## src/design/eipl_pkg.sv

```systemverilog
// Constants and types shared by the external interrupt pin logic
package eipl_pkg;

   // ****************************************************************
   // Bus geometry
   // ****************************************************************
   localparam int ADDR_W = 4;
   localparam int DATA_W = 32;
   localparam int STRB_W = 4;
   localparam int SYNC_STAGES = 3;

   // ****************************************************************
   // Register offsets (byte addresses)
   // ****************************************************************
   localparam logic [ADDR_W-1:0] OFS_CTRL = 4'h0;
   localparam logic [ADDR_W-1:0] OFS_STATUS = 4'h4;
   localparam logic [ADDR_W-1:0] OFS_MASK = 4'h8;

   // ****************************************************************
   // Control and status register field positions
   // ****************************************************************
   localparam int BIT_PULL_DEVICE_DISABLE = 6;
   localparam int BIT_EDGE_POLARITY_SELECT = 5;
   localparam int BIT_REQUEST_PIN_ENABLE = 4;
   localparam int BIT_REQUEST_EVENT_FLAG = 3;
   localparam int BIT_REQUEST_EVENT_ACK = 2;
   localparam int BIT_REQUEST_INTERRUPT_ENABLE = 1;
   localparam int BIT_EDGE_LEVEL_DETECT_MODE = 0;

   // Sticky event status and mask field positions
   localparam int BIT_EVT_DETECTED = 0;
   localparam int BIT_EVT_ACK_BLOCKED = 1;
   localparam int EVT_W = 2;

   // ****************************************************************
   // Reset values and bus answers
   // ****************************************************************
   localparam logic [7:0] CTRL_RESET = 8'h00;
   localparam logic [EVT_W-1:0] EVT_RESET = 2'h0;
   localparam logic [1:0] RESP_OKAY = 2'h0;
   localparam logic [1:0] RESP_SLVERR = 2'h2;

   // ****************************************************************
   // Types
   // ****************************************************************
   typedef struct packed {
      logic pull_device_disable;
      logic edge_polarity_select;
      logic request_pin_enable;
      logic request_interrupt_enable;
      logic edge_level_detect_mode;
   } eipl_ctrl_s;

   typedef struct packed {
      logic pull_up_en;
      logic pull_down_en;
   } eipl_pull_s;

   typedef enum logic [1:0] {
      EIPL_SEL_CTRL = 2'h0,
      EIPL_SEL_STATUS = 2'h1,
      EIPL_SEL_MASK = 2'h3,
      EIPL_SEL_NONE = 2'h2
   } eipl_sel_e;

   typedef enum logic {
      EIPL_WR_IDLE = 1'h0,
      EIPL_WR_RESP = 1'h1
   } eipl_wr_e;

endpackage : eipl_pkg

```

## src/design/eipl_top.sv

```systemverilog
// External interrupt request pin logic with AXI4-Lite register access
//
// Operation
// RULE1 - Bit 6 turns the internal pull device off while the pin is enabled.
// RULE2 - Bit 5 picks falling/low (0) or rising/high (1) as the active sense.
// RULE3 - Pin enabled with rising sense swaps the pull-up for a pull-down.
// RULE4 - Bit 4 enables the request input and turns its pull device on.
// RULE5 - Bit 3 is a read-only flag set when a qualifying event is seen.
// RULE6 - Writing 1 to bit 2 clears the flag, 0 does nothing, it reads as 0.
// RULE7 - In edge-and-level mode the flag holds while the pin is asserted.
// RULE8 - Bit 1 raises a hardware request whenever the flag is set.
// RULE9 - Bit 0 selects edge-only (0) or edge-and-level (1) detection.
// RULE10 - The pin is synchronised and edge-checked; no event while disabled.
// RULE11 - Bit 7 reads 0 and ignores writes; all bits reset to 0.
`timescale 1ns/10ps
module eipl_top (
   input wire logic clk,
   input wire logic rst,
   input wire logic request_pin,
   output eipl_pkg::eipl_pull_s pull_ctl,
   output logic irq,
   input wire logic [eipl_pkg::ADDR_W-1:0] s_axi_awaddr,
   input wire logic s_axi_awvalid,
   output logic s_axi_awready,
   input wire logic [eipl_pkg::DATA_W-1:0] s_axi_wdata,
   input wire logic [eipl_pkg::STRB_W-1:0] s_axi_wstrb,
   input wire logic s_axi_wvalid,
   output logic s_axi_wready,
   output logic [1:0] s_axi_bresp,
   output logic s_axi_bvalid,
   input wire logic s_axi_bready,
   input wire logic [eipl_pkg::ADDR_W-1:0] s_axi_araddr,
   input wire logic s_axi_arvalid,
   output logic s_axi_arready,
   output logic [eipl_pkg::DATA_W-1:0] s_axi_rdata,
   output logic [1:0] s_axi_rresp,
   output logic s_axi_rvalid,
   input wire logic s_axi_rready
);
   import eipl_pkg::*;

   // ****************************************************************
   // Address decode
   // ****************************************************************
   function automatic eipl_sel_e reg_sel(input logic [ADDR_W-1:0] addr);
      eipl_sel_e sel;
      sel = EIPL_SEL_NONE;
      if (addr == OFS_CTRL) begin
         sel = EIPL_SEL_CTRL;
      end else if (addr == OFS_STATUS) begin
         sel = EIPL_SEL_STATUS;
      end else if (addr == OFS_MASK) begin
         sel = EIPL_SEL_MASK;
      end
      return sel;
   endfunction : reg_sel

   // ****************************************************************
   // Response code
   // ****************************************************************
   function automatic logic [1:0] sel_resp(input eipl_sel_e sel);
      logic [1:0] resp;
      resp = RESP_OKAY;
      if (sel == EIPL_SEL_NONE) begin
         resp = RESP_SLVERR;
      end
      return resp;
   endfunction : sel_resp

   // ****************************************************************
   // State
   // ****************************************************************
   eipl_ctrl_s ctrl;
   logic event_flag;
   logic [EVT_W-1:0] evt_status;
   logic [EVT_W-1:0] evt_mask;
   logic pin_level;
   logic pin_prev;
   logic sync2;
   logic sync3;
   eipl_wr_e wr_state;
   logic aw_held;
   logic w_held;
   logic [ADDR_W-1:0] aw_addr;
   logic [DATA_W-1:0] w_data;
   logic [STRB_W-1:0] w_strb;

   // ****************************************************************
   // Pin synchronisation and event detection
   // ****************************************************************
   eipl_sync u_eipl_sync (
      .clk(clk),
      .rst(rst),
      .din(request_pin),
      .stage2(sync2),
      .stage3(sync3)
   );

   // A change counts once the last two stages agree
   wire next_pin_level = (sync2 == sync3) ? sync3 : pin_level; // [RULE10]
   wire pin_asserted = (pin_level == ctrl.edge_polarity_select); // [RULE2]
   wire edge_hit = pin_asserted && (pin_prev != pin_level); // [RULE10]
   wire level_hit = ctrl.edge_level_detect_mode && pin_asserted; // [RULE9]
   wire event_hit = ctrl.request_pin_enable
      && (edge_hit || level_hit); // [RULE4] [RULE10]

   // ****************************************************************
   // Write channel decode
   // ****************************************************************
   wire aw_take = s_axi_awvalid && s_axi_awready;
   wire w_take = s_axi_wvalid && s_axi_wready;
   wire wr_do = aw_held && w_held && (wr_state == EIPL_WR_IDLE);
   wire eipl_sel_e wr_sel = reg_sel(aw_addr);
   wire wr_lane0 = wr_do && w_strb[0];
   wire wr_ctrl = wr_lane0 && (wr_sel == EIPL_SEL_CTRL);
   wire wr_mask = wr_lane0 && (wr_sel == EIPL_SEL_MASK);
   wire ack_write = wr_ctrl && w_data[BIT_REQUEST_EVENT_ACK]; // [RULE6]
   wire ack_blocked = ack_write && ctrl.request_pin_enable
      && level_hit; // [RULE7]
   wire [1:0] wr_resp = sel_resp(wr_sel);

   wire next_aw_held = wr_do ? 1'b0 : (aw_held || aw_take);
   wire next_w_held = wr_do ? 1'b0 : (w_held || w_take);
   wire next_bvalid = wr_do ? 1'b1
      : ((s_axi_bvalid && s_axi_bready) ? 1'b0 : s_axi_bvalid);
   wire eipl_wr_e next_wr_state = next_bvalid ? EIPL_WR_RESP : EIPL_WR_IDLE;

   // ****************************************************************
   // Read channel decode
   // ****************************************************************
   wire ar_take = s_axi_arvalid && s_axi_arready;
   wire eipl_sel_e rd_sel = reg_sel(s_axi_araddr);
   wire rd_status = ar_take && (rd_sel == EIPL_SEL_STATUS);
   wire next_rvalid = ar_take || (s_axi_rvalid && !s_axi_rready);

   // Bit 7 and the acknowledge bit always read as zero
   wire [7:0] ctrl_view = {
      1'b0, // [RULE11]
      ctrl.pull_device_disable,
      ctrl.edge_polarity_select,
      ctrl.request_pin_enable,
      event_flag, // [RULE5]
      1'b0, // [RULE6]
      ctrl.request_interrupt_enable,
      ctrl.edge_level_detect_mode
   };
   wire [DATA_W-1:0] rd_value =
      (rd_sel == EIPL_SEL_CTRL) ? {24'h000000, ctrl_view}
      : (rd_sel == EIPL_SEL_STATUS) ? {30'h00000000, evt_status}
      : (rd_sel == EIPL_SEL_MASK) ? {30'h00000000, evt_mask}
      : 32'h00000000;
   wire [1:0] rd_resp = sel_resp(rd_sel);

   // ****************************************************************
   // Control and mask next values
   // ****************************************************************
   // Bit 7 and the acknowledge bit have no storage
   wire eipl_ctrl_s next_ctrl = wr_ctrl ? eipl_ctrl_s'{
      pull_device_disable: w_data[BIT_PULL_DEVICE_DISABLE],
      edge_polarity_select: w_data[BIT_EDGE_POLARITY_SELECT],
      request_pin_enable: w_data[BIT_REQUEST_PIN_ENABLE],
      request_interrupt_enable: w_data[BIT_REQUEST_INTERRUPT_ENABLE],
      edge_level_detect_mode: w_data[BIT_EDGE_LEVEL_DETECT_MODE]
   } : ctrl; // [RULE11]
   wire [EVT_W-1:0] next_evt_mask = wr_mask ? w_data[EVT_W-1:0] : evt_mask;

   // ****************************************************************
   // Flag, sticky status and interrupt
   // ****************************************************************
   // Set wins over the acknowledge clear
   wire next_event_flag = event_hit
      || (event_flag && !ack_write); // [RULE5] [RULE6] [RULE7]

   wire [EVT_W-1:0] evt_set = {ack_blocked, event_hit};
   wire [EVT_W-1:0] next_evt_status = evt_set
      | (rd_status ? EVT_RESET : evt_status);

   wire next_irq = (next_event_flag && next_ctrl.request_interrupt_enable)
      || ((next_evt_status & next_evt_mask) != EVT_RESET); // [RULE8]

   // ****************************************************************
   // Pull device steering
   // ****************************************************************
   wire pull_on = next_ctrl.request_pin_enable
      && !next_ctrl.pull_device_disable; // [RULE1] [RULE4]
   wire eipl_pull_s next_pull = '{
      pull_up_en: pull_on && !next_ctrl.edge_polarity_select,
      pull_down_en: pull_on && next_ctrl.edge_polarity_select // [RULE3]
   };

   // ****************************************************************
   // Control and mask registers
   // ****************************************************************
   always_ff @(posedge clk or posedge rst) begin
      if (rst) begin
         ctrl <= '0; // [RULE11]
      end else begin
         ctrl <= next_ctrl;
      end
   end

   always_ff @(posedge clk or posedge rst) begin
      if (rst) begin
         evt_mask <= EVT_RESET;
      end else begin
         evt_mask <= next_evt_mask;
      end
   end

   // ****************************************************************
   // Pin state
   // ****************************************************************
   always_ff @(posedge clk or posedge rst) begin
      if (rst) begin
         pin_level <= 1'b0;
         pin_prev <= 1'b0;
      end else begin
         pin_level <= next_pin_level;
         pin_prev <= pin_level;
      end
   end

   // ****************************************************************
   // Event flag and sticky status
   // ****************************************************************
   always_ff @(posedge clk or posedge rst) begin
      if (rst) begin
         event_flag <= 1'b0; // [RULE11]
         evt_status <= EVT_RESET;
      end else begin
         event_flag <= next_event_flag;
         evt_status <= next_evt_status;
      end
   end

   // ****************************************************************
   // Registered outputs
   // ****************************************************************
   always_ff @(posedge clk or posedge rst) begin
      if (rst) begin
         irq <= 1'b0;
         pull_ctl <= '0;
      end else begin
         irq <= next_irq;
         pull_ctl <= next_pull;
      end
   end

   // ****************************************************************
   // AXI4-Lite write channel
   // ****************************************************************
   always_ff @(posedge clk or posedge rst) begin
      if (rst) begin
         aw_held <= 1'b0;
         w_held <= 1'b0;
         wr_state <= EIPL_WR_IDLE;
         s_axi_awready <= 1'b0;
         s_axi_wready <= 1'b0;
         s_axi_bvalid <= 1'b0;
      end else begin
         aw_held <= next_aw_held;
         w_held <= next_w_held;
         wr_state <= next_wr_state;
         s_axi_awready <= !next_aw_held && !next_bvalid;
         s_axi_wready <= !next_w_held && !next_bvalid;
         s_axi_bvalid <= next_bvalid;
      end
   end

   always_ff @(posedge clk or posedge rst) begin
      if (rst) begin
         aw_addr <= '0;
         w_data <= '0;
         w_strb <= '0;
         s_axi_bresp <= RESP_OKAY;
      end else begin
         if (aw_take) begin
            aw_addr <= s_axi_awaddr;
         end
         if (w_take) begin
            w_data <= s_axi_wdata;
            w_strb <= s_axi_wstrb;
         end
         if (wr_do) begin
            s_axi_bresp <= wr_resp;
         end
      end
   end

   // ****************************************************************
   // AXI4-Lite read channel
   // ****************************************************************
   always_ff @(posedge clk or posedge rst) begin
      if (rst) begin
         s_axi_arready <= 1'b0;
         s_axi_rvalid <= 1'b0;
      end else begin
         s_axi_arready <= !next_rvalid;
         s_axi_rvalid <= next_rvalid;
      end
   end

   always_ff @(posedge clk or posedge rst) begin
      if (rst) begin
         s_axi_rdata <= '0;
         s_axi_rresp <= RESP_OKAY;
      end else if (ar_take) begin
         s_axi_rdata <= rd_value;
         s_axi_rresp <= rd_resp;
      end
   end

endmodule : eipl_top

```

## src/design/eipl_sync.sv

```systemverilog
// Three-stage synchroniser for the request pin
`timescale 1ns/10ps
module eipl_sync (
   input wire logic clk,
   input wire logic rst,
   input wire logic din,
   output logic stage2,
   output logic stage3
);
   import eipl_pkg::*;

   logic [SYNC_STAGES-1:0] chain;

   // First stage is read only by the second
   always_ff @(posedge clk or posedge rst) begin
      if (rst) begin
         chain <= '0;
      end else begin
         chain <= {chain[SYNC_STAGES-2:0], din};
      end
   end

   assign stage2 = chain[1];
   assign stage3 = chain[2];

endmodule : eipl_sync

```

## config.mk

```make
export PLATFORM = sky130hd
export DESIGN_NAME = eipl_top
export DESIGN_NICKNAME = d
export VERILOG_FILES = /design/src/design/eipl_pkg.sv /design/src/design/eipl_top.sv /design/src/design/eipl_sync.sv
export SDC_FILE = /design/constraint.sdc
export NUM_CORES = 1
export LEC_CHECK = 0
export BUFFER_PORTS_ARGS = -buffer_cell sky130_fd_sc_hd__buf_2
export CORE_MARGIN = 3
export CORE_UTILIZATION = 49
export DETAILED_ROUTE_END_ITERATION = 10
export PLACE_DENSITY_LB_ADDON = 0.05
export SLEW_MARGIN = 10
export SYNTH_ARGS = -nofsm -noshare
export SYNTH_HDL_FRONTEND = slang
export SYNTH_SLANG_ARGS = --single-unit
```

## constraint.sdc

```tcl
create_clock -name clk -period 3.5 [get_ports clk]
set_input_delay 0.175 -clock clk [delete_from_list [all_inputs] [get_ports clk]]
set_output_delay 0.175 -clock clk [all_outputs]
set_load 0.005 [all_outputs]
```

==> results of run 1 <==
-- worst min-delay path by stage --
stage                                           endpoint  slack, ns  cells after the start
after global placement        s_axi_bresp[1]$_DFFE_PP0N_       0.18                      2
after CTS                         s_axi_rvalid$_DFF_PP0_       0.11                      2
after global routing               w_data[4]$_DFFE_PP0P_       0.10                      2
final                             s_axi_rvalid$_DFF_PP0_       0.11                      2
after floorplan           u_eipl_sync.chain[0]$_DFF_PP0_       0.21                      0
after detailed placement      s_axi_bresp[1]$_DFFE_PP0N_       0.19                      2
-- layout make-up --
cell class / count / area share, %
clock buffers: 8 / 4.03
well taps: 48 / 2.69
inverters: 9 / 1.51
flip-flops and latches: 44 / 49.3
repair buffers: 41 / 9.75
multi-input cells: 106 / 32.7
-- timing repair --
| item | CTS | global route |
|---|---|---|
| hold buffers | 2 | 0 |
| endpoints found under the hold margin | 12 | 0 |
| resized for setup | 0 | 0 |
-- power by group through the flow --
stage | Combinational [mW] | Clock (mW) | Sequential (mW)
floorplan | 0.288 | 0 | 0.768
global placement | 0.350 | 0 | 0.793
detailed placement | 0.366 | 0 | 0.803
CTS | 0.369 | 0.327 | 0.793
global route | 0.407 | 0.352 | 0.815
finish | 0.361 | 0.312 | 0.792
-- layout by cell type (no fill, tap or decap), types with 2 or more instances in the layout --
master and n:
sky130_fd_sc_hd__nand2_1 9, sky130_fd_sc_hd__clkbuf_1 2, sky130_fd_sc_hd__inv_1 8, sky130_fd_sc_hd__mux2i_1 6
sky130_fd_sc_hd__a21oi_1 2, sky130_fd_sc_hd__mux2_2 14, sky130_fd_sc_hd__dfrtp_1 44, sky130_fd_sc_hd__buf_2 38
sky130_fd_sc_hd__clkbuf_8 6, sky130_fd_sc_hd__dlygate4sd3_1 2, sky130_fd_sc_hd__o21ai_0 4, sky130_fd_sc_hd__nor2_1 6
sky130_fd_sc_hd__nor3b_1 2, sky130_fd_sc_hd__conb_1 28, sky130_fd_sc_hd__nor2b_1 6, sky130_fd_sc_hd__a22o_1 7
sky130_fd_sc_hd__a21boi_0 2
-- logic make-up (layout without fill, tap and decap cells) --
kind of cell	after synthesis	count (layout)	share of synthesized area, %
DFF	44	44	55.7
muxes	20	20	11.0
other	1	28	0.190
AOI/OAI and AO/OA	22	22	8.98
xor gates and xnor gates	2	2	0.886
and+or+nand+nor	33	33	10.2
adders and majority gates	1	1	0.506
buffers and inverters	38	58	12.5
-- flip-flops by register name, indices dropped and copies added (netlist names), 2 cells and up --
signal and flops:
evt_mask 2, aw_addr 4, u_eipl_sync.chain 3, s_axi_rdata 6, evt_status 2, pull_ctl 2
ctrl 5, w_data 6
-- layer usage --
metal | share of wire, % | vias up | GRT usage, %
met5 | 0 | - | 0
met4 | 1.0 | 0 | 6.51
met3 | 7.7 | 2 | 4.49
met2 | 50 | 50 | 25.1
met1 | 41 | 604 | 19.0
li1 | - | 593 | -
-- critical path: cells and delay by family, from the launching register on --
family        cells  cell delay, ns
simple gates      3            1.03
mux               1            0.27
flops             1            0.41
buf+inv           1            0.11
==> run summary, run 1 <==
Entering global routing, the biggest net connects 34 pins. The count of buffers added by post-CTS timing repair for setup came out at 0. The initial antenna violation count came out at 0. The detailed router placed 1249 vias in this run. Counting every sink on the clock net gives 44. The final hold slack came out at 0.112 ns. The worst register-to-register path begins at aw_addr[0]$_DFFE_PP0P_.

The number of placed instances, taps included is 246. The share of Yosys cell area claimed by the top area cell type came out at 55.7%. The proportion of power drawn by combinational gates is 24.6%.

The routed design could run at a clock period as short as 1.90 ns. The average routed wire per standard cell is 13.2 microns. Relative to the synthesized area, the layout overhead comes to 12.9%. In the final timing run, aggregate negative setup slack is 0 ns.

The final cell area excluding filler cells is 2230 sq um. The post-detailed-placement cell area came out at 2120 sq um. The site row count came out at 22.

The width of the die is 69.5 microns. The number of global-route vias before repair came to 1247. For this design the ratio of total power to cell area is 656 nW/um^2. The startpoint identified for the worst hold timing path is s_axi_rready. The max capacitance violation total is 0. The footprint of the multi-input gates is 731 sq um. The half-perimeter wire length after detailed placement is 2670 microns. The utilization after layout came out at 59.2%.

For this run, design rule violations remaining after detail routing come to 0. The predominant post-synthesis flop cell is sky130_fd_sc_hd__dfrtp_1. After the first detailed-routing iteration, the DRC count stood at 30. The number of setup violations in the final report came out at 0. The longest clock path from root to sink contains 2 buffers. The tightest slew margin relative to the limit came out at 65.6%.

The design draws 1.46 mW. The run finished with clean final reports. The tightest min-delay check is of the primary input to flip-flop type. The final-report max-slew violation count came out at 0.

STA classifies the critical path endpoint as a flip-flop. From bottom edge to top edge, the die measures 69.5 microns. The sequential area share after synthesis is 55.7%. The cell depth of the worst flop-to-flop path is 5.

The switching share of power is 30.4%. TritonCTS built the clock tree. The fmax came out at 527 MHz. The number of synthesized flops with an enable pin is 0.

The count of nets left with antenna violations after detail routing came out at 0. By count the netlist is led by sky130_fd_sc_hd__dfrtp_1 (44), sky130_fd_sc_hd__buf_4 (28), sky130_fd_sc_hd__mux2_2 (14). The transition time at the pin with the least slew margin came out at 0.503 ns. The mean post-synth cell area is 12.3 sq um. The critical path data required time is 3.72 ns. The worst-case IR drop observed on VDD is 0.372 mV.

96 I/O pins were placed. The power dissipated by switching net loads came out at 0.446 mW. In this run the critical register-to-register path is captured at pull_ctl[1]$_DFF_PP0_. The worst setup path is of the flip-flop to flip-flop kind. The startpoint of the most critical setup path is aw_addr[0]$_DFFE_PP0P_. The total of fill cells in the finished design is 336. The setup slack at placement came out at 1.60 ns. The area enclosed by the die boundary came out at 4840 sq um. The antenna diode count came out at 0. The sequential cell area in the final layout came out at 1100 sq um. The number of vias per cell is 4.88. The global-route wire length before repair came out at 5850 microns. The longest individual stage delay on the worst path came out at 0.58 ns. The worst-skew pair later-pin latency is 0.28 ns. The total track usage came out at 15.4%. Counting flops and latches in the post-synthesis netlist gives 44.

The worst clock skew came out at 0.00386 ns. The root buffer cell chosen for the clock tree is sky130_fd_sc_hd__clkbuf_8. The total length of routed wires is 3380 microns. The number of detailed-routing iterations run before antenna repair is 4. The internal portion of the total power is 1.02 mW. The critical path startpoint category is a flip-flop. During synthesis, Yosys emitted a total of 0 warnings. The H-tree level count is 2.

The area of the mapped netlist came out at 1980 sq um. The final standard cell count with taps included and fillers excluded is 256. Yosys attributes the largest share of cell area to sky130_fd_sc_hd__dfrtp_1 (56%), sky130_fd_sc_hd__buf_4 (11%), sky130_fd_sc_hd__mux2_2 (8.0%). The setup check on the worst reg-to-reg path leaves a slack of 1.60 ns. Summed over all instances, the cell type with the most area after synthesis is sky130_fd_sc_hd__dfrtp_1.

The post-layout worst setup margin came out at 1.60 ns. Of the cells placed in the final design, the portion with a size suffix greater than 1 is 31.3%. The gate count after technology mapping is 161. The final global-route overflow total is 0. The total CTS buffers is 5. The floorplan step defined a core boundary enclosing 3770 sq um. Of all nets on the critical path, the largest fanout is 6. The total count of hold-check failures in the final report came out at 0. Setup repair after global routing left no endpoint under its margin. The number of different library cells in the post-synthesis netlist is 36. The share of synthesized registers carrying an async set or reset came out at 100%. The count of port buffers added during placement is 38. The most critical setup path has its endpoint at pull_ctl[1]$_DFF_PP0_. STA puts the critical path data arrival time at 2.12 ns.

The clock network power share is 21.3%. The number of nets in the final layout came out at 259. The final weighted congestion in routability-driven placement came out at 0.745.

The initial utilization of the core area, before any placement, comes to 52.5%. The clock slew at the register clock pins of the worst setup and hold paths is 0.07 ns. The share of total power dissipated in sequential elements is 54.1%. The static leakage power came out at 1.15 nW.

The fraction of the cycle the final worst path needs is 54.2%. The cell at the slowest stage of the critical path is sky130_fd_sc_hd__or4b_4. The critical path goes through or4b_4 -> nor3_4 -> mux2i_1 -> clkinv_1 -> nor2_1. The cell with the most instances after synthesis is sky130_fd_sc_hd__dfrtp_1.
Note: power is estimated with default switching activity, not from simulation.
==> run 2: changes to the inputs <==
--- a/config.mk
+++ b/config.mk
@@ -7,7 +7,7 @@
 export LEC_CHECK = 0
 export BUFFER_PORTS_ARGS = -buffer_cell sky130_fd_sc_hd__buf_2
 export CORE_MARGIN = 3
-export CORE_UTILIZATION = 49
+export CORE_UTILIZATION = 41
 export DETAILED_ROUTE_END_ITERATION = 10
 export PLACE_DENSITY_LB_ADDON = 0.05
 export SLEW_MARGIN = 10
==> constraint.sdc (replaced) <==
create_clock -name clk -period 1.55 [get_ports clk]
set_input_delay 0.0775 -clock clk [delete_from_list [all_inputs] [get_ports clk]]
set_output_delay 0.0775 -clock clk [all_outputs]
set_load 0.005 [all_outputs]
==> run 2 against run 1 <==
Against the previous run:
- the run now ends with setup timing left
- largest cell class unchanged
- via count is 1.6% higher
- highest routed layer unchanged
- total power rose to 2.6 times the previous value
- combinational power rose to 2.9 times the previous value
- routed wire length grew 6.8%
- clock skew is 0.0035 ns higher
- cell count is 6.6% higher
- die area rose by 18%
- non-clock buffer count up 13
- flip-flop and latch count did not move
==> run summary, run 2 (synthesized netlist as in run 1, its figures left out) <==
The fmax came out at 564 MHz. The library cell used most frequently in the layout, excluding fill and tap cells, is sky130_fd_sc_hd__dfrtp_1. The number of nets in the final layout came out at 272. The total length of routed wires came out at 3610 microns.

The number of global-route vias before repair came out at 1221. STA puts the critical path data required time at 1.76 ns. Across the run, the number of max-cap violations was 0.

The static leakage power is 1.24 nW. The power density over the cells is 1560 nW/um^2. The switching share of power is 29.9%. The proportion of power drawn by combinational gates is 27.4%.

The total of fill cells in the finished design is 386. The H-tree level count is 2. The initial antenna violation count came out at 0.

The area growth from synthesis to layout came out at 23.2%. For this block, the initial DRC count from the detailed router was 40. The final-report max-slew violation count was 0. The fraction of power consumed by sequential logic is 47.5%. Prior to clock tree synthesis, the placed netlist has a worst setup slack of -0.218 ns.

The count of nets left with antenna violations after detail routing came out at 0. The tightest min-delay check is of the primary input to flip-flop type. Summing internal, switching and leakage power gives 3.79 mW. After detailed routing, the average wire length per cell comes to 13.2 microns.

The width of the die came out at 75.5 microns. The total track usage is 13.3%. The setup path with the least slack is of type flip-flop to flip-flop. The fraction of layout instances using a drive strength above 1 is 38.5%. STA classifies the critical path startpoint as a flip-flop.

The clock slew at the register clock pins of the worst setup and hold paths came out at 0.08 ns. CTS placed an instance of sky130_fd_sc_hd__clkbuf_8 at the clock tree root. The number of primary I/O pins is 96. The worst clock skew came out at 0.00738 ns.

Setup repair after global routing could not meet its margin everywhere. The shortest clock period the worst path allows after layout came out at 1.77 ns. The total internal power came out at 2.65 mW. The transition time at the pin with the least slew margin came out at 0.544 ns. The power dissipated by switching net loads came out at 1.13 mW.

The chip height came out at 75.5 microns. The HPWL after detailed placement is 2690 microns. The worst vdd rail ir drop came out at 0.702 mV. The checks that failed: setup timing.

For this run, the detailed router's first-pass iteration total came to 3. The critical path endpoint category is a flip-flop. The setup TNS came out at -1.54 ns. In the layout the commonest cells are sky130_fd_sc_hd__dfrtp_1 (44), sky130_fd_sc_hd__buf_2 (38), sky130_fd_sc_hd__conb_1 (28).

In the final layout, the registers with the most flip-flops are s_axi_rdata: 6 flops, w_data: 6 flops, ctrl: 5 flops. The fraction of the cycle the final worst path needs came out at 114%. The repair_antennas step left the layout with diodes totalling 0.

The run finished, with violations left. The tree built by TritonCTS fans out to 44 sinks. The area enclosed by the die boundary came out at 5690 sq um. The site row count came out at 24. The first global-routing pass estimated 5570 microns of wire.

The clock network power share is 25.1%. The final global-route overflow total is 0. Input and output buffers added on the ports amount to 38. The worst path arrival time came out at 1.98 ns. The pin count of the biggest net entering global routing came out at 45.

TritonCTS built the clock tree. At the end of routability-driven placement, the weighted congestion stood at 0.739. Detailed routing inserted a total of 1269 vias. The core region area came out at 4500 sq um.

The clock passes through at most 2 buffers. The finished cells cover 2440 sq um. The tightest slew margin relative to the limit came out at 63.8%. The post-detailed-placement cell area is 2200 sq um.

The number of vias per cell is 4.65. The DRC violation count after routing came out at 0. The number of setup violations in the final report is 9. In the post-route analysis, the smallest setup slack over all paths is -0.223 ns. In this run the worst path has a maximum fanout of 3. The effective utilization at floorplan is 43.9%.

The worst-skew pair later-pin latency came out at 0.29 ns. Clock tree synthesis inserted a total of 5 buffers. The total count of hold-check failures in the final report is 0.
[run 2: cell count changes in the layout (fill, tap and decap cells not counted), moves of 2 or more]
cell and change:
sky130_fd_sc_hd__mux2i_1 -3, sky130_fd_sc_hd__buf_6 +2, sky130_fd_sc_hd__dlygate4sd3_1 +2, sky130_fd_sc_hd__mux2i_2 +2, sky130_fd_sc_hd__clkbuf_1 -2, sky130_fd_sc_hd__buf_4 +9
[run 2: routing by layer]
layer  vias up  GRT usage, %  routed length (microns)
met3         4          3.96                      241
met4         0          6.41                       55
met5         -             0                        0
met1       596          16.0                     1530
met2        55          21.9                     1790
li1        614             -                        -
[run 2: final cells by class]
cell class                      instances  area (sq um)  area share, %
Tap cell                               52          65.1           2.67
Clock buffer                            7          96.3           3.95
Inverter                                9          33.8           1.39
Sequential cell                        44          1100           45.2
Timing Repair Buffer                   54           328           13.5
Multi-Input combinational cell        106           782           32.1
Clock inverter                          1          30.0           1.23
[run 2: repair_timing]
item / in CTS / in global routing
hold buffers: 3 / 1
endpoints found under the hold margin: 46 / 1
gates resized for setup: 6 / 6
buffers inserted: 2 / 0
pin swaps: 2 / 3
setup endpoints to repair: 11 / 11
[run 2: through the flow]
stage          instances  util [%]  hold WS (ns)
3_5_place_dp         259      48.8         0.187
5_1_grt              273      54.1       0.00556
2_1_floorplan        188         -         0.109
6_report             273      54.1       0.00904
4_1_cts              272      53.2       0.00183
3_3_place_gp         259      48.8         0.185
[run 2: power groups by stage]
| stage | registers (mW) | logic, mW | clock network [mW] |
|---|---|---|---|
| after global routing | 1.86 | 1.16 | 1.01 |
| final | 1.80 | 1.04 | 0.950 |
| after global placement | 1.78 | 0.928 | 0 |
| after floorplan | 1.73 | 0.651 | 0 |
| after CTS | 1.78 | 1.01 | 0.970 |
| after detailed placement | 1.80 | 0.963 | 0 |
[run 2: worst paths after layout]
path / startpoint / to / slack, ns / cells past startpoint
setup reg to reg: aw_addr[0]$_DFFE_PP0P_ / irq$_DFF_PP0_ / -0.22 / 6
max in group asynchronous: rst / s_axi_rdata[1]$_DFFE_PP0P_ / 0.71 / 4
min in group asynchronous: rst / w_strb[0]$_DFFE_PP0P_ / 0.47 / 4
hold reg to reg: u_eipl_sync.chain[0]$_DFF_PP0_ / u_eipl_sync.chain[1]$_DFF_PP0_ / 0.35 / 0
hold / removal: s_axi_wdata[1] / w_data[1]$_DFFE_PP0P_ / 0.009 / 2
setup / recovery: aw_addr[0]$_DFFE_PP0P_ / irq$_DFF_PP0_ / -0.22 / 6
[run 2: critical path: stages, from the launching register on]
cell and delay, ns:
sky130_fd_sc_hd__dfrtp_1 0.39, sky130_fd_sc_hd__or4b_4 0.58, sky130_fd_sc_hd__nor3_4 0.21, sky130_fd_sc_hd__buf_4 0.16, sky130_fd_sc_hd__buf_6 0.08, sky130_fd_sc_hd__a41oi_2 0.11, sky130_fd_sc_hd__o221ai_2 0.17
